## config.mk

```make
export PLATFORM = sky130hd
export DESIGN_NAME = nv_data_access_ctrl
export DESIGN_NICKNAME = d
export VERILOG_FILES = /design/src/core/nv_access_pkg.sv /design/src/core/nv_mem_if.sv /design/src/core/nv_store_mem.sv /design/src/core/nv_access_timer.sv /design/src/core/nv_data_access_ctrl.sv
export SDC_FILE = /design/constraint.sdc
export NUM_CORES = 1
export LEC_CHECK = 0
export BUFFER_PORTS_ARGS = -buffer_cell sky130_fd_sc_hd__buf_2
export CORE_ASPECT_RATIO = 1.75
export CORE_MARGIN = 2
export CORE_UTILIZATION = 55
export CTS_BUF_LIST = sky130_fd_sc_hd__clkbuf_4
export CTS_CLUSTER_DIAMETER = 80
export DETAILED_ROUTE_END_ITERATION = 6
export PLACE_DENSITY = 0.71
export SLEW_MARGIN = 5
export SYNTH_ARGS = -nofsm -noshare
export SYNTH_HDL_FRONTEND = slang
export SYNTH_HIERARCHICAL = 1
export SYNTH_SLANG_ARGS = --single-unit
```

## constraint.sdc

```tcl
create_clock -name sys_clk_i -period 7.1 [get_ports sys_clk_i]
set_clock_uncertainty 0.15 [all_clocks]
set_input_delay 0.71 -clock sys_clk_i [delete_from_list [all_inputs] [get_ports sys_clk_i]]
set_output_delay 0.71 -clock sys_clk_i [all_outputs]
set_load 0.01 [all_outputs]
```

## src/core/nv_access_pkg.sv

```systemverilog
// Package of constants and types for the non-volatile data memory controller
package nv_access_pkg;
  // ****************************************
  // Memory geometry
  // ****************************************
  localparam int NV_DEPTH = 64;
  localparam int NV_AW = 6;
  localparam int NV_DW = 8;

  // ****************************************
  // Register map
  // ****************************************
  localparam logic [7:0] NV_CTRL_OFFSET = 8'h40;
  localparam logic [7:0] BANK_ONE = 8'h01;
  localparam logic [7:0] BANK_ZERO = 8'h00;
  localparam logic [7:0] DATA_RESET = 8'h00;
  localparam logic [3:0] CTRL_RESET = 4'h0;
  localparam logic [5:0] ADDR_RESET = 6'h00;
  localparam logic [1:0] ADDR_PAD = 2'h0;
  localparam logic [3:0] CTRL_PAD = 4'h0;
  localparam logic [6:0] BANK_PAD = 7'h00;

  // Control and bank select field positions
  localparam int STORE_PERMIT_BIT = 3;
  localparam int STORE_START_BIT = 2;
  localparam int FETCH_PERMIT_BIT = 1;
  localparam int FETCH_START_BIT = 0;
  localparam int BANK_SELECT_BIT = 0;

  // ****************************************
  // Timing
  // ****************************************
  localparam int CLK_MHZ = 50;
  localparam int WRITE_TICKS_DEFAULT = 16;
  localparam int TIMER_DIV_DEFAULT = 8;
  localparam logic [1:0] FETCH_CYCLES = 2'h2;

  typedef enum logic [1:0] {
    NV_IDLE,
    NV_FETCH,
    NV_STORE
  } nv_state_t;
endpackage : nv_access_pkg

```

## src/core/nv_mem_if.sv

```systemverilog
// Interface between the controller and its storage array
`timescale 1ns/1ns
`default_nettype none
interface nv_mem_if;
  import nv_access_pkg::*;
  logic [NV_AW-1:0] addr;
  logic [NV_DW-1:0] wdata;
  logic we;
  logic [NV_DW-1:0] rdata;
  modport ctrl (output addr, output wdata, output we, input rdata);
  modport mem (input addr, input wdata, input we, output rdata);
endinterface : nv_mem_if
`default_nettype wire

```

## src/core/nv_store_mem.sv

```systemverilog
// Byte-wide storage array with registered read data
`timescale 1ns/1ns
`default_nettype none
module nv_store_mem (
  // Clock
  input wire logic sys_clk_i,
  // Access port
  nv_mem_if.mem port
);
  import nv_access_pkg::*;

  logic [NV_DW-1:0] cells [NV_DEPTH];

  always_ff @(posedge sys_clk_i) begin
    if (port.we) begin
      cells[port.addr] <= port.wdata;
    end
  end

  always_ff @(posedge sys_clk_i) begin
    port.rdata <= cells[port.addr];
  end
endmodule : nv_store_mem
`default_nettype wire

```

## src/core/nv_access_timer.sv

```systemverilog
// Free-running tick source standing in for the write-cycle timer
`timescale 1ns/1ns
`default_nettype none
module nv_access_timer #(
  parameter int DIV = 8
) (
  // Clock and reset
  input wire logic sys_clk_i,
  input wire logic rst_b_i,
  // Tick
  output logic tick_o
);
  import nv_access_pkg::*;

  logic [15:0] div_reg;

  // Its phase is unrelated to any register access
  always_ff @(posedge sys_clk_i) begin
    if (!rst_b_i) begin
      div_reg <= 16'h0000;
      tick_o <= 1'b0;
    end else if (div_reg == 16'(DIV - 1)) begin
      div_reg <= 16'h0000;
      tick_o <= 1'b1;
    end else begin
      div_reg <= div_reg + 16'h0001;
      tick_o <= 1'b0;
    end
  end
endmodule : nv_access_timer
`default_nettype wire

```

## src/core/nv_data_access_ctrl.sv

```systemverilog
// Byte access controller for the 64-byte non-volatile data memory
`timescale 1ns/1ns
`default_nettype none
module nv_data_access_ctrl #(
  parameter int WRITE_TICKS = nv_access_pkg::WRITE_TICKS_DEFAULT,
  parameter int TIMER_DIV = nv_access_pkg::TIMER_DIV_DEFAULT
) (
  // Clock and reset
  input wire logic sys_clk_i,
  input wire logic rst_b_i,
  // Direct special register access (bank zero)
  input wire logic addr_we_i,
  input wire logic data_we_i,
  input wire logic [7:0] wdata_i,
  // Bank select register
  input wire logic bank_we_i,
  // Indirect access through pointer one
  input wire logic [7:0] indirect_pointer_one_i,
  input wire logic indirect_access_port_one_we_i,
  // Interrupt handshake
  input wire logic nv_done_irq_ack_i,
  // Read-back
  output logic [7:0] nv_addr_reg_o,
  output logic [7:0] nv_data_reg_o,
  output logic [7:0] nv_ctrl_reg_o,
  output logic [7:0] bank_select_o,
  output logic nv_done_irq_flag_o
);
  import nv_access_pkg::*;

  // ****************************************
  // Registers
  // ****************************************
  logic [NV_AW-1:0] nv_addr_reg;
  logic [NV_DW-1:0] nv_data_reg;
  logic store_permit_reg;
  logic store_start_reg;
  logic fetch_permit_reg;
  logic fetch_start_reg;
  logic bank_select_reg;
  logic nv_done_irq_flag_reg;
  nv_state_t state_reg;
  logic [15:0] tick_cnt_reg;
  logic [1:0] fetch_cnt_reg;
  logic tick;

  nv_mem_if mem_bus ();

  nv_store_mem u_mem (
    .sys_clk_i(sys_clk_i),
    .port(mem_bus.mem)
  );

  nv_access_timer #(.DIV(TIMER_DIV)) u_timer (
    .sys_clk_i(sys_clk_i),
    .rst_b_i(rst_b_i),
    .tick_o(tick)
  );

  // ****************************************
  // Control register decode
  // ****************************************
  logic ctrl_we;
  logic req_store;
  logic req_fetch;
  logic store_done;
  logic fetch_done;

  assign ctrl_we = indirect_access_port_one_we_i && bank_select_reg &&
                   (indirect_pointer_one_i == NV_CTRL_OFFSET);
  // Permit must already be set before this write
  // Both starts in one write cancel each other
  assign req_store = ctrl_we && wdata_i[STORE_START_BIT] && store_permit_reg &&
                     !wdata_i[FETCH_START_BIT] && (state_reg == NV_IDLE);
  assign req_fetch = ctrl_we && wdata_i[FETCH_START_BIT] && fetch_permit_reg &&
                     !wdata_i[STORE_START_BIT] && (state_reg == NV_IDLE);
  assign store_done = (state_reg == NV_STORE) && tick &&
                      (tick_cnt_reg == 16'(WRITE_TICKS - 1));
  assign fetch_done = (state_reg == NV_FETCH) && (fetch_cnt_reg == FETCH_CYCLES);

  // Memory port: address from the register, write only at cycle end
  assign mem_bus.addr = nv_addr_reg;
  assign mem_bus.wdata = nv_data_reg;
  assign mem_bus.we = store_done;

  // ****************************************
  // Sequencer
  // ****************************************
  // A running cycle ignores any further start request
  always_ff @(posedge sys_clk_i) begin
    if (!rst_b_i) begin
      state_reg <= NV_IDLE;
    end else begin
      case (state_reg)
        NV_IDLE: begin
          if (req_store) begin
            state_reg <= NV_STORE;
          end else if (req_fetch) begin
            state_reg <= NV_FETCH;
          end
        end
        NV_FETCH: begin
          if (fetch_done) begin
            state_reg <= NV_IDLE;
          end
        end
        NV_STORE: begin
          if (store_done) begin
            state_reg <= NV_IDLE;
          end
        end
        default: begin
          state_reg <= NV_IDLE;
        end
      endcase
    end
  end

  // Write length counted in timer ticks
  always_ff @(posedge sys_clk_i) begin
    if (!rst_b_i) begin
      tick_cnt_reg <= 16'h0000;
    end else if (state_reg != NV_STORE) begin
      tick_cnt_reg <= 16'h0000;
    end else if (tick) begin
      tick_cnt_reg <= tick_cnt_reg + 16'h0001;
    end
  end

  // Read stays in NV_FETCH for three cycles before taking the registered memory data
  always_ff @(posedge sys_clk_i) begin
    if (!rst_b_i) begin
      fetch_cnt_reg <= 2'h0;
    end else if (state_reg != NV_FETCH) begin
      fetch_cnt_reg <= 2'h0;
    end else begin
      fetch_cnt_reg <= fetch_cnt_reg + 2'h1;
    end
  end

  // ****************************************
  // Address and data registers
  // ****************************************
  // Address has no defined reset; zero chosen for determinism
  always_ff @(posedge sys_clk_i) begin
    if (!rst_b_i) begin
      nv_addr_reg <= ADDR_RESET;
    end else if (addr_we_i && state_reg == NV_IDLE) begin
      nv_addr_reg <= wdata_i[NV_AW-1:0];
    end
  end

  // Held during a cycle so the store sees stable data
  always_ff @(posedge sys_clk_i) begin
    if (!rst_b_i) begin
      nv_data_reg <= DATA_RESET;
    end else if (fetch_done) begin
      nv_data_reg <= mem_bus.rdata;
    end else if (data_we_i && state_reg == NV_IDLE) begin
      nv_data_reg <= wdata_i;
    end
  end

  // ****************************************
  // Control register
  // ****************************************
  always_ff @(posedge sys_clk_i) begin
    if (!rst_b_i) begin
      store_permit_reg <= 1'b0;
    end else if (ctrl_we) begin
      store_permit_reg <= wdata_i[STORE_PERMIT_BIT];
    end
  end

  always_ff @(posedge sys_clk_i) begin
    if (!rst_b_i) begin
      fetch_permit_reg <= 1'b0;
    end else if (ctrl_we) begin
      fetch_permit_reg <= wdata_i[FETCH_PERMIT_BIT];
    end
  end

  // Start bits are set only by accepted requests; software cannot clear mid-cycle
  always_ff @(posedge sys_clk_i) begin
    if (!rst_b_i) begin
      store_start_reg <= 1'b0;
    end else if (req_store) begin
      store_start_reg <= 1'b1;
    end else if (store_done) begin
      store_start_reg <= 1'b0;
    end
  end

  always_ff @(posedge sys_clk_i) begin
    if (!rst_b_i) begin
      fetch_start_reg <= 1'b0;
    end else if (req_fetch) begin
      fetch_start_reg <= 1'b1;
    end else if (fetch_done) begin
      fetch_start_reg <= 1'b0;
    end
  end

  // ****************************************
  // Bank select and done flag
  // ****************************************
  // Bank one is the only route to the control register
  always_ff @(posedge sys_clk_i) begin
    if (!rst_b_i) begin
      bank_select_reg <= 1'b0;
    end else if (bank_we_i) begin
      bank_select_reg <= wdata_i[BANK_SELECT_BIT];
    end
  end

  // Set wins over the service clear
  always_ff @(posedge sys_clk_i) begin
    if (!rst_b_i) begin
      nv_done_irq_flag_reg <= 1'b0;
    end else if (store_done) begin
      nv_done_irq_flag_reg <= 1'b1;
    end else if (nv_done_irq_ack_i) begin
      nv_done_irq_flag_reg <= 1'b0;
    end
  end

  // ****************************************
  // Read-back outputs
  // ****************************************
  logic [7:0] ctrl_view;
  assign ctrl_view = {CTRL_PAD, store_permit_reg, store_start_reg,
                      fetch_permit_reg, fetch_start_reg};

  // Registered read-back: software sees every change one edge late
  // One flop group per register keeps each reset value local
  always_ff @(posedge sys_clk_i) begin
    if (!rst_b_i) begin
      nv_addr_reg_o <= {ADDR_PAD, ADDR_RESET};
    end else begin
      nv_addr_reg_o <= {ADDR_PAD, nv_addr_reg};
    end
  end

  always_ff @(posedge sys_clk_i) begin
    if (!rst_b_i) begin
      nv_data_reg_o <= DATA_RESET;
    end else begin
      nv_data_reg_o <= nv_data_reg;
    end
  end

  always_ff @(posedge sys_clk_i) begin
    if (!rst_b_i) begin
      nv_ctrl_reg_o <= {CTRL_PAD, CTRL_RESET};
    end else begin
      nv_ctrl_reg_o <= ctrl_view;
    end
  end

  always_ff @(posedge sys_clk_i) begin
    if (!rst_b_i) begin
      bank_select_o <= BANK_ZERO;
    end else begin
      bank_select_o <= {BANK_PAD, bank_select_reg};
    end
  end

  always_ff @(posedge sys_clk_i) begin
    if (!rst_b_i) begin
      nv_done_irq_flag_o <= 1'b0;
    end else begin
      nv_done_irq_flag_o <= nv_done_irq_flag_reg;
    end
  end
endmodule : nv_data_access_ctrl
`default_nettype wire

```

# ---- Word level (Yosys, flattened, before mapping)
# Memory sizes are Yosys's and may differ from the RTL's. A register that Yosys moved wholly into a read port is not among the register bits.
# Index checks and enable logic that the tools add are counted.
dict set report totals {
  ff_bits 90
  latchBits 0
  ram_bits 512
  rom_bits 0
  input_bits 23
  out_inout_bits 33
  elab_cells 79
  n_memories 1
}
dict set report op_classes {
  addsub 3
  n_mul 0
  n_div 0
  n_lt_le_gt_ge 0
  n_eq_ne 11
  shifts 0
  mux 16
  bitwise_logic 1
  n_reduce_logical 26
}
# name depth width rd rd_clocked_by_memory_dff write_ports line_no
set memory_table {}
lappend memory_table {u_mem.cells 64 8 1 1 1 nv_store_mem.sv:12} ;# logic [NV_DW-1:0] cells [NV_DEPTH];
# op n
set op_table {}
lappend op_table {{$add 16x1->16 const B} 2}
lappend op_table {{$eq 16x3->1 const B} 1}
lappend op_table {{$eq 16x4->1 const B} 1}
lappend op_table {{$mux 8} 2}
lappend op_table {{$logic_and 1x1->1} 15}
lappend op_table {{$mux 1} 9}
lappend op_table {{$eq 8x7->1 const B} 1}
lappend op_table {{$mux 2} 4}
lappend op_table {{$reduce_bool 2->1} 4}
lappend op_table {{$ne 2x2->1 const B} 3}
lappend op_table {{$pmux 2 s3} 1}
lappend op_table {{$reduce_or 2->1} 3}
lappend op_table {{$eq 2x2->1 const B} 2}
lappend op_table {{$ne 3x3->1 const B} 1}
lappend op_table {{$reduce_and 3->1} 1}
lappend op_table {{$add 2x1->2 const B} 1}
lappend op_table {{$eq 2x1->1 const B} 1}
lappend op_table {{$logic_not 1->1} 2}
lappend op_table {{$logic_not 2->1} 1}
lappend op_table {{$ne 2x1->1 const B} 1}
lappend op_table {{$not 1->1} 1}

# ---- Longest topological paths before layout
# Gate-level depths: netlist of the first run.
dict set report depth {
  word_depth 9
  ltp_mapped 10
  depth_no_buf 7
}

# ---- Modules after synthesis
# The synthesis of the first run kept the hierarchy.
# module instances cells_each area_per_inst_um2 seq_area_each_um2
set modules_own_cells {}
lappend modules_own_cells {nv_store_mem 1 1171 20449.6 15534.9}
lappend modules_own_cells {nv_data_access_ctrl 1 246 2387.3 1201.2}
lappend modules_own_cells {nv_access_timer 1 83 737.0 340.3}

# ---- Worst setup path before layout of the first run
# No wires, ideal clock.
dict set report synth_timing {
  path_kind {register to register}
  startpoint {reg tick_cnt_reg[0]}
  endpoint {mem u_mem.cells[11][0], enable pin}
  setup_ps 370
  t_arrival_ps 2157
  required_ps 6580
  slack_ps 4422
  path_stages_with_launch 8
  n_path_buf 0
  path_cell_list {dfxtp_1 > ha_1 > and4_1 > nand4_1 > nor3_1 > nor2b_1 > nand2_1 > nor2_1}
}
dict set report synth_between {
  elab_chain_len 4
}
# item line_no
set synth_rtl {}
lappend synth_rtl {{from (decl)} nv_data_access_ctrl.sv:43} ;# logic [15:0] tick_cnt_reg;
lappend synth_rtl {{from (signal assigned)} nv_data_access_ctrl.sv:126} ;# tick_cnt_reg <= tick_cnt_reg + 16'h0001;
lappend synth_rtl {{$eq 16x4->1} nv_data_access_ctrl.sv:78} ;# (tick_cnt_reg == 16'(WRITE_TICKS - 1));
lappend synth_rtl {{$logic_and 1x1->1} nv_data_access_ctrl.sv:77} ;# assign store_done = (state_reg == NV_STORE) && tick &&
lappend synth_rtl {{via mem_bus.we} nv_mem_if.sv:8} ;# logic we;
lappend synth_rtl {{$mux 1} nv_store_mem.sv:15} ;# if (port.we) begin
lappend synth_rtl {{$mux 1 (implied by the code)} nv_store_mem.sv:16} ;# cells[port.addr] <= port.wdata;
lappend synth_rtl {{to (decl)} nv_store_mem.sv:12}
# The timed path passes the listed nets, and every way through them passes these cells.

# ---- Worst setup path in the final report of the first run
dict set report layout_timing {
  startpoint {reg nv_addr_reg[1], in the netlist mem_bus.addr[1]}
  endpoint {mem u_mem.cells[23][2], enable pin}
}
# item line_no
set layout_rtl {}
lappend layout_rtl {{from (decl)} nv_data_access_ctrl.sv:34} ;# logic [NV_AW-1:0] nv_addr_reg;
lappend layout_rtl {{from (signal assigned)} nv_data_access_ctrl.sv:149} ;# nv_addr_reg <= wdata_i[NV_AW-1:0];
# Straight into the memory's write port.

==> run summary, run 1 <==
Drt pass-1 iters = 6
Peak supply drop = 137 uV
Compound-gate portion of the synthesized area = 7.78%
Initial Utilization = 55.6%
Detail Route Antenna Nets = 0
Core area = 0.0424 mm^2
IO Count = 56
Max_cap viols = 0
Total gr overflow = 0
R2R Setup Slk = 2.83 ns
Min cycle time layout = 4.27 ns
Layout fillers = 3059
Placed Cells incl. Taps = 2025
Main synth FF type = edfxtp_1
WL final = 60700 um
Fmax = 234 MHz
Netlist cell types = 66
Clk slew on worst S/H paths = 0.07 ns
Die width = 161 um
Vias per inst = 6.30
WHS Path Cells = 3
Hold_sp = wdata_i[1]
Clock sinks = 597
Initial antenna violation count = 2
Layout Area Growth over Synthesis = 9.53%
RePlAce Congestion = 0.946
Post-Synth Simple-Gate Area = 8.17%
Synth async-reset ratio = 0%
CTS tree = built
Clock latency on the worst-skew pair = 0.86 ns
Hold Path Sink = fetch_permit_reg
Hold WC Path Type = in2reg
Post-DP HPWL = 37100 um
Layout Utilization = 60.9%
Final Hold Fails = 0
Global-route wire length before repair = 89200 um
RSZ-0062 raised after global routing = no
Synth Area in XOR/XNOR = 0.855%
Critical Path Sink Type = flop
Worst path required time = 7.42 ns
Mux cell area share after synthesis = 7.97%
Adder-cell area share of the yosys netlist = 0.212%
# rows = 100
DR DRC count = 0
Vias in the first global route = 14.6k
Max reg flops = 512
Tot GR Track Use = 27.4%
Final setup viols = 0
Largest net degree at the start of global routing = 67
Non-filler instance count after layout = 2253
Crit path DAT = 4.60 ns
Clk buf depth = 3
Setup TNS = 0 ns
Status = finished clean
Worst-Margin Slew = 1.20 ns
Share of cells above drive strength 1 = 19.0%
Worst R2R End = u_mem/cells[23][2]
Port Buffers = 42
Nets = 1615
Critical path class = reg2reg
Root buffer cell = clkbuf_4
P per Cell Area = 262 mW/mm^2
Largest family of logic cells by synthesized area = simple AND/OR/NAND/NOR gates
Register area share after synthesis = 72.4%
Seq cells post-synth = 597
CTS Buf Count = 118
Die Y = 278 um
Final Slew Violations = 0
Avg Cell Area, Syn = 15.7 um^2
Mapped Area = 0.0236 mm^2
Rel. slew slack = 19.8%
Initial drt markers = 1661
Syn Inst Count = 1500
Reg2reg start = mem_bus.addr[1]
DR vias = 14.2k
Max H-tree Level = 3
Startpoint Class = flop
Depth of the worst register-to-register path = 4
Worst-path fanout max = 51
Full die area = 0.0446 mm^2
Wire per inst = 26.9 um
Final Cycle Share = 60.2%
EDFF count, synth = 512
P_leak = 8.68 nW
Warnings, synthesis = 6
power by group:
part           internal [W]  switching [W]
combinational      0.000114       0.000199
sequential          0.00383      0.0000928
clock               0.00130        0.00124
total               0.00525        0.00153
final cells by class:
cell class	count	area [um^2]	area share, %
repair buffers	62	370	1.43
inverters	17	63.8	0.247
well taps	561	702	2.72
clock inverters	42	274	1.06
multi-input cells	792	5940	23.0
clock buffers	179	1340	5.20
flip-flops and latches	597	17100	66.3
diodes	3	7.51	0.0291
cell usage in the layout, fill, tap and decap left out, types with 23 or more instances in the layout:
cell type and count:
a22oi_1 40, mux2i_1 82, mux4_2 41, buf_2 42
nor2_1 115, edfxtp_1 512, dfxtp_1 74, o22ai_1 23
clkinv_1 30, nand2b_1 24, and2_1 27, nand2_1 66
clkbuf_4 179, a21oi_1 35
cells in the mapped netlist (5+ instances only):
cell,count,area share [%]
nand3b_1,15,0.48
o211a_1,8,0.34
nor4_1,14,0.37
inv_1,17,0.27
nor3_1,9,0.19
mux4_2,41,3.9
o22a_1,11,0.41
dfxtp_1,85,7.2
nand4_1,14,0.37
a31oi_1,15,0.40
or4_1,5,0.16
nor2b_1,17,0.45
buf_1,6,0.096
a221o_1,11,0.47
clkbuf_1,46,0.73
a32oi_1,7,0.26
and3_1,11,0.29
o31ai_1,7,0.22
mux2_2,5,0.24
buf_6,5,0.24
a22o_1,10,0.37
nand2_1,66,1.1
buf_4,17,0.54
mux2_1,7,0.33
a21oi_1,35,0.74
mux2i_1,82,3.5
buf_2,32,0.68
o22ai_1,23,0.61
and2_1,27,0.72
or3_1,7,0.19
a211oi_1,7,0.22
nand2b_1,24,0.64
nor2_1,116,1.8
and4_1,7,0.26
nand3_1,17,0.36
o2bb2ai_1,7,0.26
o21ai_0,13,0.28
a22oi_1,40,1.3
edfxtp_1,512,65
o221ai_1,9,0.33
a221oi_1,21,0.78
or3b_2,5,0.19
xnor2_1,19,0.71
routing by layer:
metal,global-route usage [%],vias to the layer above,part of all wire (%)
li1,-,6121,-
met1,29.5,7055,33
met2,47.4,797,51
met3,5.97,221,8.0
met4,19.5,2,7.8
met5,0,-,0.020
worst max-delay path by stage:
stage,startpoint,end,slack [ns],cells past startpoint
global route,mem_bus.addr[1],u_mem/cells[47][3],2.85,4
global placement,mem_bus.addr[1],u_mem/cells[23][0],3.15,4
CTS,mem_bus.addr[1],u_mem/cells[31][1],3.07,4
floorplan,tick_cnt_reg[0],u_mem/cells[11][0],4.42,7
detailed placement,mem_bus.addr[1],u_mem/cells[23][2],3.04,4
finish,mem_bus.addr[1],u_mem/cells[23][2],2.83,4
repair_timing:
action	4_1_cts	5_1_grt
hold endpoints to repair	4	0
gates resized for setup	0	0
hold buffers	4	0
buffers inserted	0	0
through the flow:
step / worst slack, ns / hold WS (ns) / power [W] / area, um^2
6_report: 2.83 / 0.0324 / 0.00678 / 25800
5_1_grt: 2.85 / 0.0261 / 0.00699 / 25800
4_1_cts: 3.07 / 0.0263 / 0.00683 / 25800
3_5_place_dp: 3.04 / 0.260 / 0.00431 / 24200
3_3_place_gp: 3.15 / 0.252 / 0.00430 / 24200
2_1_floorplan: 4.42 / 0.242 / 0.00416 / 23600
critical path, cell delays in order (launching register included):
cell	delay [ns]
dfxtp_4	0.82
buf_4	0.53
and2_1	0.75
nand3_1	0.79
nor2_1	0.84
kinds of logic (layout without fill, tap and decap cells):
kind of cell,after synthesis,after routing
AO/OA/AOI/OAI,247,247
XOR/XNOR,23,23
adder cells (fa/ha/maj),4,4
buffers and inverters,123,300
flip-flops,597,597
multiplexers,135,135
other,1,16
AND/OR/NAND/NOR,370,370
Power figures use the tool's default switching activity.
==> run 2, diff against run 1 <==
--- a/config.mk
+++ b/config.mk
@@ -12,7 +12,7 @@
 export CTS_BUF_LIST = sky130_fd_sc_hd__clkbuf_4
 export CTS_CLUSTER_DIAMETER = 80
 export DETAILED_ROUTE_END_ITERATION = 6
-export PLACE_DENSITY = 0.71
+export PLACE_DENSITY = 0.74
 export SLEW_MARGIN = 5
 export SYNTH_ARGS = -nofsm -noshare
 export SYNTH_HDL_FRONTEND = slang
==> constraint.sdc (replaced) <==
create_clock -name sys_clk_i -period 3.7 [get_ports sys_clk_i]
set_clock_uncertainty 0.15 [all_clocks]
set_input_delay 0.37 -clock sys_clk_i [delete_from_list [all_inputs] [get_ports sys_clk_i]]
set_output_delay 0.37 -clock sys_clk_i [all_outputs]
set_load 0.01 [all_outputs]
==> run summary, run 2 (synthesis results as in run 1) <==
Status = finished clean (unchanged)
Detail Route Antenna Nets = 0 (unchanged)
RSZ-0062 raised after global routing = no (unchanged)
Post-CTS Resized = 0 (unchanged)
WL final = 60800 um (was 60700 um)
Placed cell area = 0.0250 mm^2 (was 0.0242 mm^2)
Setup ws final = 0.273 ns (was 2.83 ns)
Nets = 1751 (was 1615)
CTS tree = built (unchanged)
Layout Area Growth over Synthesis = 14.0% (was 9.53%)
Crit-path slowest cell = nor2_1 (unchanged)
Design Area, Final = 0.0269 mm^2 (was 0.0258 mm^2)
Clock sinks = 597 (unchanged)
Peak supply drop = 245 uV (was 137 uV)
RePlAce Congestion = 0.927 (was 0.946)
Critical path class = reg2reg (unchanged)
Final Hold Fails = 0 (unchanged)
Clock power frac = 38.0% (was 37.5%)
Setup TNS = 0 ns (unchanged)
Worst path required time = 4.32 ns (was 7.42 ns)
Total gr overflow = 0 (unchanged)
Die width = 161 um (unchanged)
Share of cells above drive strength 1 = 24.1% (was 19.0%)
Clk buf depth = 3 (unchanged)
DR DRC count = 0 (unchanged)
P_leak = 9.35 nW (was 8.68 nW)
Fmax = 292 MHz (was 234 MHz)
Crit path DAT = 4.04 ns (was 4.60 ns)
Post-DP HPWL = 39400 um (was 37100 um)
Port Buffers = 42 (unchanged)
Most frequent cells in the layout = edfxtp_1 (512), clkbuf_4 (178), buf_4 (119), nor2_1 (115), mux2i_1 (82) (was edfxtp_1 (512), clkbuf_4 (179), nor2_1 (115), mux2i_1 (82), dfxtp_1 (74))
Initial antenna violation count = 1 (was 2)
Full die area = 0.0446 mm^2 (unchanged)
Max reg flops = 512 (unchanged)
Delay-heaviest family, CP = simple AND/OR/NAND/NOR gates (unchanged)
Core area = 0.0424 mm^2 (unchanged)
CP peak stage delay = 1.04 ns (was 0.84 ns)
Min cycle time layout = 3.43 ns (was 4.27 ns)
Initial Utilization = 55.6% (unchanged)
Tot GR Track Use = 27.4% (about the same)
Most Used Layer, Global Route = met2 (unchanged)
Root buffer cell = clkbuf_4 (unchanged)
Clock latency on the worst-skew pair = 0.87 ns (was 0.86 ns)
Sequential Power Share = 56.9% (was 57.9%)
Worst-path fanout max = 54 (was 51)
Global-route wire length before repair = 89300 um (was 89200 um)
Rel. slew slack = 10.9% (was 19.8%)
Met1 usage = 28.6% (was 29.5%)
Vias in the first global route = 15.0k (was 14.6k)
Met2 track demand over resource = 49.0% (was 47.4%)
Number of setup buffers added after CTS = 0 (unchanged)
Vias per inst = 6.17 (was 6.30)
R2R Setup Slk = 0.27 ns (was 2.83 ns)
Largest net degree at the start of global routing = 70 (was 67)
Post-Place Setup Slack = 0.430 ns (was 3.04 ns)
Clk slew on worst S/H paths = 0.08 ns (was 0.07 ns)
Critical Path Sink Type = flop (unchanged)
Commonest non-fill, non-tap cell in the layout = edfxtp_1 (unchanged)
Hold Slack = 0.108 ns (was 0.0324 ns)
CTS Buf Count = 130 (was 118)
Final Cycle Share = 92.6% (was 60.2%)
P per Cell Area = 490 mW/mm^2 (was 262 mW/mm^2)
Cts hold-fix bufs = 21 (was 4)
Comb pwr share = 5.2% (was 4.6%)
# rows = 100 (unchanged)
Wire per inst = 25.6 um (was 26.9 um)
Initial drt markers = 1550 (was 1661)
Drt pass-1 iters = 5 (was 6)
Max H-tree Level = 4 (was 3)
Tot Pwr = 0.0132 W (was 0.00678 W)
Final setup viols = 0 (unchanged)
DR vias = 14.7k (was 14.2k)
Die Y = 278 um (unchanged)
Layout fillers = 2933 (was 3059)
Buf/Inv on CP = 1 (unchanged)
M3 GR Usage = 5.19% (was 5.97%)
Psw = 0.00301 W (was 0.00153 W)
Startpoint Class = flop (unchanged)
Final Slew Violations = 0 (unchanged)
Max_cap viols = 0 (unchanged)
IO Count = 56 (unchanged)
CP Cell Sequence = buf_4, nor2_1, a22oi_1, and3_1, o311ai_0, or4_1 (was buf_4, and2_1, nand3_1, nor2_1)
Sw Ratio = 22.9% (was 22.6%)
Worst-Margin Slew = 1.33 ns (was 1.20 ns)
Hold WC Path Type = in2reg (unchanged)
Internal = 0.0101 W (was 0.00525 W)
-- run 2: cell count changes in the layout (fill, tap and decap cells not counted), sizes merged --
cell and delta:
buf +107, clkbuf -1, clkinv +2, clkinvlp +2, diode -2, dlygate4sd3 +17
-- run 2: final cells by class --
| type | count | area, um^2 | share of cell area [%] |
|---|---|---|---|
| Timing Repair Buffer | 186 | 1390 | 5.19 |
| Clock buffer | 178 | 1340 | 4.97 |
| Clock inverter | 46 | 334 | 1.24 |
| Inverter | 17 | 63.8 | 0.237 |
| Sequential cell | 597 | 17100 | 63.6 |
| Multi-Input combinational cell | 792 | 5940 | 22.1 |
| Antenna cell | 1 | 2.50 | 0.00931 |
| Tap cell | 561 | 702 | 2.61 |
-- run 2: path summary, 6_finish.rpt --
check	to	cells past startpoint	startpoint
worst max-delay path	u_mem/port.rdata[3]	6	mem_bus.addr[1]
worst min-delay path	mem_bus.wdata[7]	5	data_we_i
worst max register to register	u_mem/port.rdata[3]	6	mem_bus.addr[1]
worst min register to register	fetch_cnt_reg[0]	1	fetch_cnt_reg[0]
-- run 2: power by group through the flow --
stage	clock network [W]	logic (W)	registers (W)
final	0.00500	0.000680	0.00748
after global routing	0.00540	0.000710	0.00749
after CTS	0.00510	0.000664	0.00748
after detailed placement	0	0.000649	0.00763
after global placement	0	0.000638	0.00763
after floorplan	0	0.000412	0.00758
-- run 2: worst reg2reg max path, stage by stage, from the launching register on --
cell	delay, ns
dfxtp_4	0.55
buf_4	0.35
nor2_1	1.05
a22oi_1	0.19
and3_1	0.27
o311ai_0	0.61
or4_1	0.21
-- run 2: metrics by stage --
stage          std cells  util, %
2_1_floorplan       1512        -
3_3_place_gp        2132     58.9
3_5_place_dp        2132     58.9
4_1_cts             2377     63.4
5_1_grt             2378     63.4
6_report            2378     63.4
-- run 2: per-layer routing --
| layer | wire [um] | vias to the layer above |
|---|---|---|
| met5 | 0 | - |
| met4 | 4460 | 0 |
| met3 | 4380 | 216 |
| met2 | 32200 | 753 |
| met1 | 19800 | 7310 |
| li1 | - | 6387 |
